[src/rtl/fms_pkg.sv]
// constants and types shared by the fan mode, spin-up and fault-mask block
package fms_pkg;

    // ****************************************************************
    // geometry
    // ****************************************************************
    localparam int NFAN   = 4;
    localparam int DRV_W  = 9;
    localparam int TACH_W = 11;

    // ****************************************************************
    // register port selects and field positions
    // ****************************************************************
    localparam logic [2:0] REG_FAULT = 3'h0;   // status [7:4], mask [3:0]
    localparam logic [2:0] REG_CFG0  = 3'h1;   // fan 1..4 config at 1..4
    localparam int FLT_STAT_LSB = 4;
    localparam int CFG_MODE_BIT = 7;
    localparam int CFG_SPIN_MSB = 6;
    localparam int CFG_SPIN_LSB = 5;
    localparam logic [1:0] SPIN_OFF = 2'h0;
    localparam logic [1:0] SPIN_ON  = 2'h1;
    localparam logic [7:0] CFG_RST  = 8'h00;
    localparam logic [3:0] MASK_RST = 4'h0;

    // ****************************************************************
    // drive levels and timing
    // ****************************************************************
    localparam logic [DRV_W-1:0] DRV_FULL = 9'h1ff;
    localparam logic [DRV_W-1:0] DRV_ZERO = 9'h000;
    localparam int CLK_KHZ       = 40000;
    localparam int SPIN_MAX_MS   = 500;
    localparam int SPIN_MAX_CYC  = CLK_KHZ * SPIN_MAX_MS;
    localparam int RAMP_STEP_US  = 100;
    localparam int RAMP_STEP_CYC = (CLK_KHZ * RAMP_STEP_US) / 1000;

    // ****************************************************************
    // per-fan drive state
    // ****************************************************************
    typedef enum logic [2:0] {
        CH_DIRECT = 3'b001,
        CH_LOOP   = 3'b010,
        CH_SPIN   = 3'b100
    } fms_ch_state_type;

endpackage

[src/rtl/fms_channel.sv]
// one fan's drive: direct voltage, closed speed loop and spin-up kick
`timescale 1ns/1ps
`default_nettype none
module fms_channel
    import fms_pkg::*;
#(
    parameter int SPIN_CYC = SPIN_MAX_CYC
) (
    input  wire logic              mclk,
    input  wire logic              rstn,
    input  wire logic              speed_loop_select,
    input  wire logic [1:0]        spin_code,
    input  wire logic [DRV_W-1:0]  tgt_drive,
    input  wire logic [TACH_W-1:0] tgt_tach,
    input  wire logic [TACH_W-1:0] meas_tach,
    input  wire logic              tach_pulse,
    input  wire logic              locked_rotor,
    input  wire logic              fault_off,
    input  wire logic              ramp_tick,
    output logic [DRV_W-1:0]       drive_q
);
    localparam int CW = $clog2(SPIN_CYC + 1);

    fms_ch_state_type  state_q;
    logic [CW-1:0]     timer_q;
    logic [1:0]        pulses_q;
    logic              lr_prev_q;
    logic              spin_start;
    logic              spin_done;

    // ****************************************************************
    // spin-up entry and exit conditions
    // ****************************************************************
    assign spin_start = (spin_code != SPIN_OFF) && (drive_q == DRV_ZERO) &&
                        (tgt_drive != DRV_ZERO) && (tgt_drive < DRV_FULL);
    assign spin_done  = (tach_pulse && pulses_q == 2'h1) ||
                        (lr_prev_q && !locked_rotor) ||
                        (timer_q == CW'(SPIN_CYC - 1));

    // state and drive level
    always_ff @(posedge mclk or negedge rstn) begin
        if (!rstn) begin
            state_q <= CH_DIRECT;
            drive_q <= DRV_ZERO;
        end else if (fault_off) begin
            state_q <= CH_DIRECT;
            drive_q <= DRV_ZERO;
        end else begin
            case (state_q)
                CH_DIRECT: begin
                    if (speed_loop_select) begin
                        state_q <= CH_LOOP;
                    end else if (spin_start) begin
                        state_q <= CH_SPIN;
                        drive_q <= DRV_FULL;
                    end else begin
                        drive_q <= tgt_drive;
                    end
                end
                CH_SPIN: begin
                    if (spin_done) begin
                        state_q <= CH_DIRECT;
                        drive_q <= tgt_drive;
                    end else begin
                        drive_q <= DRV_FULL;
                    end
                end
                CH_LOOP: begin
                    if (!speed_loop_select) begin
                        state_q <= CH_DIRECT;
                    end else if (ramp_tick) begin
                        // higher count means slower fan, so push harder
                        if (meas_tach > tgt_tach && drive_q != DRV_FULL) begin
                            drive_q <= drive_q + 9'h001;
                        end else if (meas_tach < tgt_tach &&
                                     drive_q != DRV_ZERO) begin
                            drive_q <= drive_q - 9'h001;
                        end
                    end
                end
                default: begin
                    state_q <= CH_DIRECT;
                    drive_q <= DRV_ZERO;
                end
            endcase
        end
    end

    // spin-up timer, pulse counter and locked-rotor history
    always_ff @(posedge mclk or negedge rstn) begin
        if (!rstn) begin
            timer_q   <= '0;
            pulses_q  <= 2'h0;
            lr_prev_q <= 1'b0;
        end else begin
            lr_prev_q <= locked_rotor;
            if (state_q != CH_SPIN) begin
                timer_q  <= '0;
                pulses_q <= 2'h0;
            end else begin
                timer_q <= timer_q + CW'(1);
                if (tach_pulse && pulses_q != 2'h3) begin
                    pulses_q <= pulses_q + 2'h1;
                end
            end
        end
    end
endmodule
`default_nettype wire

[src/rtl/fms_top.sv]
// fan fault masking, per-fan mode select and spin-up control for four fans
`timescale 1ns/1ps
`default_nettype none
// Notes on behaviour
// - mask bit keeps fault off shared failure
// - mode 0 drives target drive voltage directly
// - mode 1 steers drive to target tach count
// - loop entry ramps from present drive voltage
// - mode 0 rise from zero gets full-scale kick
// - full drive held until two pulses, rotor clear
// - spin-up ends on fixed SPIN_CYC timeout
// - spin-up end loads target drive voltage
// - fault status sticky, cleared by host read
// - code 00 off, 01 on, half second
module fms_top
    import fms_pkg::*;
#(
    parameter int SPIN_CYC = SPIN_MAX_CYC,
    parameter int RAMP_CYC = RAMP_STEP_CYC
) (
    input  wire logic                   mclk,
    input  wire logic                   rstn,
    input  wire logic                   startup_kick_strap,
    input  wire logic                   reg_wr,
    input  wire logic                   reg_rd,
    input  wire logic [2:0]             reg_sel,
    input  wire logic [7:0]             reg_wdata,
    output logic [7:0]                  reg_rdata_q,
    input  wire logic [NFAN-1:0]        fault_evt,
    input  wire logic [NFAN-1:0]        tgt_wr,
    input  wire logic [NFAN*DRV_W-1:0]  tgt_drive,
    input  wire logic [NFAN*TACH_W-1:0] tgt_tach,
    input  wire logic [NFAN*TACH_W-1:0] meas_tach,
    input  wire logic [NFAN-1:0]        tach_pin,
    input  wire logic [NFAN-1:0]        locked_rotor,
    output logic [NFAN*DRV_W-1:0]       drive_out,
    output logic                        fan_fail_q
);
    localparam int RW = $clog2(RAMP_CYC + 1);

    logic [7:0]      cfg_q [NFAN];
    logic [NFAN-1:0] status_q;
    logic [NFAN-1:0] mask_q;
    logic [NFAN-1:0] fault_off_q;
    logic [NFAN-1:0] tach_s1_q;
    logic [NFAN-1:0] tach_s2_q;
    logic [NFAN-1:0] tach_s3_q;
    logic [NFAN-1:0] tach_pulse;
    logic            strap_s1_q;
    logic            strap_s2_q;
    logic [2:0]      strap_wait_q;
    logic [RW-1:0]   ramp_cnt_q;
    logic            ramp_tick_q;
    logic            rd_fault;

    assign rd_fault   = reg_rd && (reg_sel == REG_FAULT);
    assign tach_pulse = tach_s2_q & ~tach_s3_q;

    // ****************************************************************
    // pin synchronisers
    // ****************************************************************
    // tach pins and strap pass two flops before any logic sees them
    always_ff @(posedge mclk or negedge rstn) begin
        if (!rstn) begin
            tach_s1_q  <= '0;
            tach_s2_q  <= '0;
            tach_s3_q  <= '0;
            strap_s1_q <= 1'b0;
            strap_s2_q <= 1'b0;
        end else begin
            tach_s1_q  <= tach_pin;
            tach_s2_q  <= tach_s1_q;
            tach_s3_q  <= tach_s2_q;
            strap_s1_q <= startup_kick_strap;
            strap_s2_q <= strap_s1_q;
        end
    end

    // ****************************************************************
    // register file
    // ****************************************************************
    // configuration: strap loads the spin-up field for three edges after
    // reset; the last load is the first to see the synchronised pin
    always_ff @(posedge mclk or negedge rstn) begin
        if (!rstn) begin
            strap_wait_q <= 3'h0;
            for (int i = 0; i < NFAN; i++) begin
                cfg_q[i] <= CFG_RST;
            end
        end else begin
            strap_wait_q <= {strap_wait_q[1:0], 1'b1};
            for (int i = 0; i < NFAN; i++) begin
                if (reg_wr && reg_sel == REG_CFG0 + 3'(i)) begin
                    cfg_q[i] <= reg_wdata;
                end else if (!strap_wait_q[2]) begin
                    cfg_q[i][CFG_SPIN_MSB:CFG_SPIN_LSB] <=
                        strap_s2_q ? SPIN_ON : SPIN_OFF;
                end
            end
        end
    end

    // fault mask bits, low nibble of the fault register
    always_ff @(posedge mclk or negedge rstn) begin
        if (!rstn) begin
            mask_q <= MASK_RST;
        end else if (reg_wr && reg_sel == REG_FAULT) begin
            mask_q <= reg_wdata[NFAN-1:0];
        end
    end

    // sticky status: a new fault wins over the read that clears
    always_ff @(posedge mclk or negedge rstn) begin
        if (!rstn) begin
            status_q <= '0;
        end else begin
            status_q <= (rd_fault ? '0 : status_q) | fault_evt;
        end
    end

    // drive stays cut after a fault until a new target is written
    always_ff @(posedge mclk or negedge rstn) begin
        if (!rstn) begin
            fault_off_q <= '0;
        end else begin
            fault_off_q <= (fault_off_q & ~tgt_wr) | fault_evt;
        end
    end

    // read data, captured before the read clears status
    always_ff @(posedge mclk or negedge rstn) begin
        if (!rstn) begin
            reg_rdata_q <= 8'h00;
        end else if (reg_rd) begin
            if (reg_sel == REG_FAULT) begin
                reg_rdata_q <= {status_q, mask_q};
            end else if (reg_sel >= REG_CFG0 &&
                         reg_sel < REG_CFG0 + 3'(NFAN)) begin
                reg_rdata_q <= cfg_q[2'(reg_sel - REG_CFG0)];
            end else begin
                reg_rdata_q <= 8'h00;   // unmapped select
            end
        end
    end

    // shared failure output only sees unmasked latched faults
    always_ff @(posedge mclk or negedge rstn) begin
        if (!rstn) begin
            fan_fail_q <= 1'b0;
        end else begin
            fan_fail_q <= |(status_q & ~mask_q);
        end
    end

    // ****************************************************************
    // ramp rate tick for the speed loop
    // ****************************************************************
    always_ff @(posedge mclk or negedge rstn) begin
        if (!rstn) begin
            ramp_cnt_q  <= '0;
            ramp_tick_q <= 1'b0;
        end else begin
            ramp_tick_q <= (ramp_cnt_q == RW'(RAMP_CYC - 1));
            if (ramp_cnt_q == RW'(RAMP_CYC - 1)) begin
                ramp_cnt_q <= '0;
            end else begin
                ramp_cnt_q <= ramp_cnt_q + RW'(1);
            end
        end
    end

    // ****************************************************************
    // per-fan channels
    // ****************************************************************
    for (genvar g = 0; g < NFAN; g++) begin : g_fan
        fms_channel #(
            .SPIN_CYC (SPIN_CYC)
        ) u_ch (
            .mclk              (mclk),
            .rstn              (rstn),
            .speed_loop_select (cfg_q[g][CFG_MODE_BIT]),
            .spin_code         (cfg_q[g][CFG_SPIN_MSB:CFG_SPIN_LSB]),
            .tgt_drive         (tgt_drive[g*DRV_W +: DRV_W]),
            .tgt_tach          (tgt_tach[g*TACH_W +: TACH_W]),
            .meas_tach         (meas_tach[g*TACH_W +: TACH_W]),
            .tach_pulse        (tach_pulse[g]),
            .locked_rotor      (locked_rotor[g]),
            .fault_off         (fault_off_q[g]),
            .ramp_tick         (ramp_tick_q),
            .drive_q           (drive_out[g*DRV_W +: DRV_W])
        );
    end
endmodule
`default_nettype wire

[config.mk]
export PLATFORM = sky130hd
export DESIGN_NAME = fms_top
export DESIGN_NICKNAME = d
export VERILOG_FILES = /design/src/rtl/fms_pkg.sv /design/src/rtl/fms_channel.sv /design/src/rtl/fms_top.sv
export SDC_FILE = /design/constraint.sdc
export NUM_CORES = 1
export LEC_CHECK = 0
export ABC_AREA = 1
export BUFFER_PORTS_ARGS = -buffer_cell sky130_fd_sc_hd__buf_2
export CORE_MARGIN = 2
export CORE_UTILIZATION = 59
export DETAILED_ROUTE_END_ITERATION = 12
export GPL_ROUTABILITY_DRIVEN = 0
export PLACE_DENSITY = 0.81
export SETUP_SLACK_MARGIN = 0.1
export SLEW_MARGIN = 20
export SYNTH_ARGS = -nofsm -noshare
export SYNTH_HDL_FRONTEND = slang
export SYNTH_SLANG_ARGS = --single-unit
[constraint.sdc]
create_clock -name mclk -period 2.4 [get_ports mclk]
set_input_delay 0.12 -clock mclk [delete_from_list [all_inputs] [get_ports mclk]]
set_output_delay 0.12 -clock mclk [all_outputs]
set_load 0.005 [all_outputs]
Word-level counts from Yosys, hierarchy flattened

Index checks and enable logic that the tools add are counted.

Add/subtract/negate cells: 18
$mul: 0
Divide/modulo/power cells: 0
Order comparisons: 15
Equality and inequality tests: 69
Shifts and indexed selects: 0
Muxes and demuxes: 85
Bitwise logic cells: 9
Reduce and logical (&&, ||, !) cells: 81

Operators by type and width:

| operator              | number |
|---|---|
| $mux 9                | 32 |
| $pmux 9 s3            | 4 |
| $add 25x1->25 const B | 4 |
| $eq 25x25->1 const B  | 4 |
| $mux 25               | 4 |
| $reduce_bool 9->1     | 8 |
| $mux 3                | 20 |
| $ne 3x3->1 const B    | 20 |
| $gt 11x11->1          | 4 |
| $lt 11x11->1          | 4 |
| $logic_and 1x1->1     | 39 |
| $add 9x1->9 const B   | 4 |
| $logic_not 9->1       | 4 |
| $lt 9x9->1 const B    | 4 |
| $ne 9x9->1 const B    | 4 |
| $pmux 3 s3            | 4 |
| $sub 9x1->9 const B   | 4 |
| $mux 8                | 4 |
| $mux 2                | 13 |
| $eq 3x2->1 const B    | 6 |
| $bmux 8 s2            | 1 |
| $ne 4x2->1 const B    | 4 |
| $ne 4x3->1 const B    | 4 |
| $reduce_and 4->1      | 4 |
| 26 further kinds      | 74 |

Bits in registers: 243
Bits in latches: 0
Memory bits (writable): 0
Bits in read-only memories: 0
Bits of input ports: 156
Output and inout port bits: 45
Logic and storage cells: 318
Memories kept: 0

Depth between registers and ports, before layout

Word-level depth: 8
Gate-level depth with buffers: 22
Depth with buffers taken out: 22

Hierarchy

A second synthesis with hierarchy kept.

Cell total of the unflattened synthesis: 2,252
Area total of the unflattened synthesis: 16,344.4 µm²

By module, submodules not included:

| module                           | times used | cells each | area an instance (µm²) | seq. area each (µm²) |
|---|---|---|---|---|
| fms_channel at g_fan[0].u_ch ... | 3          | 455        | 3,165.5                | 1,002.2 |
| fms_top                          | 1          | 424        | 3,649.8                | 2,077.0 |
| fms_channel at g_fan[1].u_ch     | 1          | 463        | 3,198.1                | 1,002.2 |

Least setup slack after synthesis

OpenSTA, ideal clock, no wires.

Path type: input port to flip-flop
Start point: input port tgt_tach[21]
End point: register g_fan[1].u_ch.drive_q[7]
Library setup time: 0.117 ns
Data arrival time: 2.172 ns
Data required time: 2.283 ns
Path slack: 0.111 ns
Stages: 17
Buffers on the path: 0
Cell sequence: inv_1 ha_1 nand2_1 nor2_2 nand2_1 o21ai_0 inv_1 nand2_2 ha_1 a21oi_1 o21a_1 nand2_1 or2_2 nand3_1 nand3_1 nand2_1 nand2_1

Cells in the longest elaborated chain, start to end: 7
Elaborated cells on any way between the ends: 11
Those cells by class: order compare (2); eq/ne (1); mux (5); reduce/logical (3)

Ends and longest elaborated chain:

| item                 | line              | text |
|---|---|---|
| start, declared      | fms_top.sv:32     | `input wire logic [NFAN*TACH_W-1:0] tgt_tach,` |
| $gt 11x11->1         | fms_channel.sv:73 | `if (meas_tach > tgt_tach && drive_q != DRV_FULL) begin` |
| $logic_and 1x1->1    | fms_channel.sv:73 |  |
| $mux 9               | fms_channel.sv:73 |  |
| $mux 9               | fms_channel.sv:71 | `end else if (ramp_tick) begin` |
| $mux 9               | fms_channel.sv:69 | `if (!speed_loop_select) begin` |
| $pmux 9 s3           | fms_channel.sv:49 | `case (state_q)` |
| $mux 9               | fms_channel.sv:45 | `end else if (fault_off) begin` |
| end signal, assigned | fms_channel.sv:57 | `drive_q <= tgt_drive;` |
| end signal, assigned | fms_channel.sv:74 | `drive_q <= drive_q + 9'h001;` |
| end signal, assigned | fms_channel.sv:77 | `drive_q <= drive_q - 9'h001;` |
| end, declared        | fms_channel.sv:20 | `output logic [DRV_W-1:0] drive_q` |

Parallel ways exist; a longest one is shown, timed or not. The select of a mux whose other input is x is not followed.
A chain may end at the register's enable or synchronous reset.

Worst setup path after layout

Start point: register g_fan[0].u_ch.drive_q[4]
End point: register g_fan[0].u_ch.drive_q[8]

Cells in the longest elaborated chain, start to end: 8
Elaborated cells on any way between the ends: 20
Those cells by class: add/sub (2); eq/ne (2); mux (8); reduce/logical (8)

Ends and longest elaborated chain:

| item                                                | line              | text |
|---|---|---|
| start, declared                                     | fms_channel.sv:20 |  |
| start signal, assigned                              | fms_channel.sv:57 |  |
| start signal, assigned                              | fms_channel.sv:63 | `drive_q <= tgt_drive;` |
| start signal, assigned                              | fms_channel.sv:74 |  |
| branches (longest 8 deep; another with $sub 9x1->9) | --                |  |

Parallel ways; which one is timed is not known. The select of a mux whose other input is x is not followed.

==> summary.md <==
| Metric | Value |
|---|---|
| Rel. slew slack | `54.9%` |
| Die Height | `168 um` |
| F_max | `424 MHz` |
| Setup TNS | `0 ns` |
| Critical path type | `flop to flop` |
| Start point of the worst min-delay path | `tgt_drive[19]` |
| Proportion of layout cells with a drive suffix above 1 | `23.4%` |
| Top FF cell, synth | `dfrtp_1` |
| # rows | `59` |
| Crit-path max FO | `5` |
| Simple-gate share of the synthesized area | `32.0%` |
| Worst-path clk slew | `0.07 ns` |
| Worst setup SP type | `flop` |
| Final Cell Area | `0.0202 mm^2` |
| Mux share of post-synthesis cell area | `0%` |
| Core box area | `0.0262 mm^2` |
| Htree depth | `1` |
| Port Buffers | `200` |
| Seq/Total Area, Yosys | `38.4%` |
| Fin cells | `2881` |
| Initial antenna violation count | `0` |
| Max Cap Viol | `0` |
| Top cells by area, synth | `dfrtp_1 38%, nand2_1 13%, inv_1 7.5%, ha_1 7.4%, nor2_1 5.1%` |
| Hold depth | `5` |
| Ant diodes | `0` |
| Most frequent cell after synthesis | `nand2_1` |
| Overflow after GRT | `0` |
| Post-synth EDFFs | `0` |
| Final worst-path cycle share | `98.3%` |
| R2R Setup Slk | `0.04 ns` |
| RSZ-0062 raised after global routing | `yes` |
| Clock latency on the worst-skew pair | `0.54 ns` |
| DIE AREA | `0.0282 mm^2` |
| Largest net degree at the start of global routing | `68` |
| CP arrival | `2.79 ns` |
| FILL cells | `1774` |
| Synth cell count leaders | `541 x nand2_1, 315 x inv_1, 239 x dfrtp_1` |
| Final Hold Fails | `0` |
| Nature of the critical path endpoint | `flop` |
| Longest Clk Path Bufs | `3` |
| Vias in the first global route | `15500` |
| Netlist cell types | `52` |
| Post-Syn Nets | `2422` |
| DRT iter0 DRCs | `1493` |
| CTS buffer count | `27` |
| Slew @ Worst Pin | `0.671 ns` |
| Max-slew violation count | `0` |
| Routed length per instance | `15.7 um` |
| Post-synthesis adder-cell area fraction | `7.86%` |
| Min-Delay Endpoint | `g_fan[2].u_ch.drive_q[1]` |
| Pre-CTS setup slack | `-0.279 ns` |
| Combinational family with the most area after synthesis | `simple AND/OR/NAND/NOR gates` |
| Vias | `16500` |
| R2R cell count | `15` |
| Final net count | `2781` |
| R2r endpoint | `g_fan[0].u_ch.drive_q[8]` |
| Post-Syn Area | `0.0158 mm^2` |
| Status | `finished clean` |
| Via/cell ratio | `5.71` |
| Setup ws final | `0.0416 ns` |
| Worst IR Drop VDD | `575 uV` |
| CP cell instances | `nand2_1, nor2_1, nand3b_1, o21ai_1, inv_2, nand2_4, ha_4, a21oi_2, o21ai_0, a31oi_4, nand3_1, nand3_2, nand2_2, nand2_2, nand2_1` |
| Yosys warning count | `0` |
| Tmin final | `2.36 ns` |
| Initial DRT Pass Iterations | `6` |
| Cell taking the most area after synthesis | `dfrtp_1` |
| CTS tree | `done` |
| Area growth from synthesis to final layout | `27.4%` |
| Post-DP HPWL | `30.6 mm` |
| Drc violations | `0` |
| Post-synthesis compound-gate area fraction | `11.8%` |
| Ys async rst share | `100%` |
| CTS Root Buffer Type | `clkbuf_16` |
| Dpl cells | `2776` |
| Post-route ant nets | `0` |
| Worst Hold Class | `input pin to flop` |
| Post-Synthesis Cells | `2169` |
| Synth Area in XOR/XNOR | `1.49%` |
| GRT Total Usage | `29.5%` |
| WL final | `45.2 mm` |
| Min Hold Slack | `0.0125 ns` |
| Starting Density | `60.4%` |
| Syn_area_per_cell | `7.30 um^2` |
| Io pins | `201` |
| Final Setup Violations | `0` |
| # clock sinks | `243` |
| Share of the synthesized area in the top cell type | `37.8%` |
| Area after DPL | `0.0179 mm^2` |
| Worst Clk Skew | `0.0199 ns` |
| Power per cell area | `681 mW/mm^2` |
| Reg2Reg Launch Point | `g_fan[0].u_ch.drive_q[4]` |
| Seq cells post-synth | `243` |
| Final Core Density | `77.0%` |
| First-pass GRT wire length | `70.2 mm` |
| Die Span X | `168 um` |
| Final total power | `13.7 mW` |
| Static Leak | `9.97 nW` |
| CP max-delay cell | `dfrtp_1` |
| Largest stage delay on the critical path | `0.37 ns` |
| Worst Path Required | `2.83 ns` |
[metal layers]
metal  vias up  wire, um  track usage, %
met5         -         0               0
met4         0      2020            10.6
met3       207      3140            4.00
met2       775     22400            51.8
met1      7647     17700            37.5
li1       7824         -               -
[sequential cells by signal, indices dropped and copies added, names as in the netlist, 3 cells and up]
| name | count |
|---|---|
| cfg_q | 32 |
| g_fan.u_ch.timer_q | 100 |
| g_fan.u_ch.state_q | 12 |
| tach_s3_q | 4 |
| g_fan.u_ch.drive_q | 36 |
| tach_s1_q | 4 |
| ramp_cnt_q | 12 |
| reg_rdata_q | 8 |
| tach_s2_q | 4 |
| fault_off_q | 4 |
| mask_q | 4 |
| g_fan.u_ch.lr_prev_q | 4 |
| status_q | 4 |
| g_fan.u_ch.pulses_q | 8 |
| strap_wait_q | 3 |
[what timing repair did]
item                       4_1_cts  5_1_grt
setup endpoints to repair       14       27
hold buffers                    33        0
buffers inserted                 5       18
pin swaps                        2       71
resized for setup               13      154
gates cloned                     1        1
hold endpoints to repair       121        0
[cell usage in the layout, fill, tap and decap left out, types with 6 or more instances in the layout]
| master | instances |
|---|---|
| inv_1 | 299 |
| nor2_4 | 6 |
| dlygate4sd3_1 | 33 |
| nor2_2 | 23 |
| buf_4 | 110 |
| dfrtp_1 | 238 |
| nor2_1 | 206 |
| o21ai_0 | 112 |
| clkbuf_1 | 6 |
| inv_2 | 27 |
| nand2_4 | 11 |
| a21oi_2 | 16 |
| ha_4 | 29 |
| o211ai_1 | 8 |
| nor3_2 | 9 |
| buf_2 | 199 |
| o21ai_2 | 7 |
| nand3b_1 | 10 |
| or2_2 | 10 |
| a21oi_1 | 125 |
| nand2_2 | 23 |
| o21ai_1 | 21 |
| ha_1 | 64 |
| nor4_1 | 17 |
| nand2_1 | 525 |
| xnor2_1 | 9 |
| nor3_1 | 75 |
| nand3_2 | 39 |
| xor2_1 | 17 |
| o22ai_1 | 11 |
| clkbuf_16 | 27 |
| a211oi_1 | 8 |
| nand4_1 | 43 |
| nand3_1 | 93 |
[power breakdown]
part | switching (mW) | internal (mW)
Sequential | 0.245 | 4.43
Clock | 1.69 | 2.62
Combinational | 2.76 | 1.99
Total | 4.70 | 9.03
[cell families after synthesis]
kind of cell / count (synthesis)
simple gates: 1106
fa+ha+maj: 97
other cells: 1
buf+inv: 354
xor+xnor: 27
compound gates: 341
flops: 243
[area by class of cell]
| class | count | area, um^2 | area share, % |
|---|---|---|---|
| multi-input cells | 1574 | 9220 | 45.7 |
| flip-flops and latches | 243 | 6090 | 30.2 |
| repair buffers | 351 | 2280 | 11.3 |
| inverters | 331 | 1240 | 6.16 |
| clock buffers | 37 | 753 | 3.73 |
| well taps | 335 | 419 | 2.08 |
| clock inverters | 10 | 166 | 0.825 |
[how the worst max path moves through the flow]
stage | cells past startpoint | endpoint | slack (ns) | start
2_1_floorplan | 17 | g_fan[1].u_ch.drive_q[7] | 0.11 | tgt_tach[21]
3_3_place_gp | 18 | g_fan[0].u_ch.drive_q[7] | -0.19 | tgt_tach[10]
3_5_place_dp | 20 | g_fan[0].u_ch.drive_q[7] | -0.28 | tgt_tach[10]
4_1_cts | 16 | g_fan[0].u_ch.drive_q[7] | 0.06 | g_fan[0].u_ch.drive_q[8]
5_1_grt | 18 | g_fan[0].u_ch.drive_q[8] | -0.11 | g_fan[0].u_ch.drive_q[4]
6_report | 15 | g_fan[0].u_ch.drive_q[8] | 0.04 | g_fan[0].u_ch.drive_q[4]
[critical path: cells and delay by family, from the launching register on]
kind,cells,cell delay (ns)
AO/OA/AOI/OAI,4,0.71
adder cells (fa/ha/maj),1,0.24
flip-flops,1,0.37
buffers and inverters,1,0.09
AND/OR/NAND/NOR,9,0.83
No activity file was read; power rests on OpenSTA's default activity.
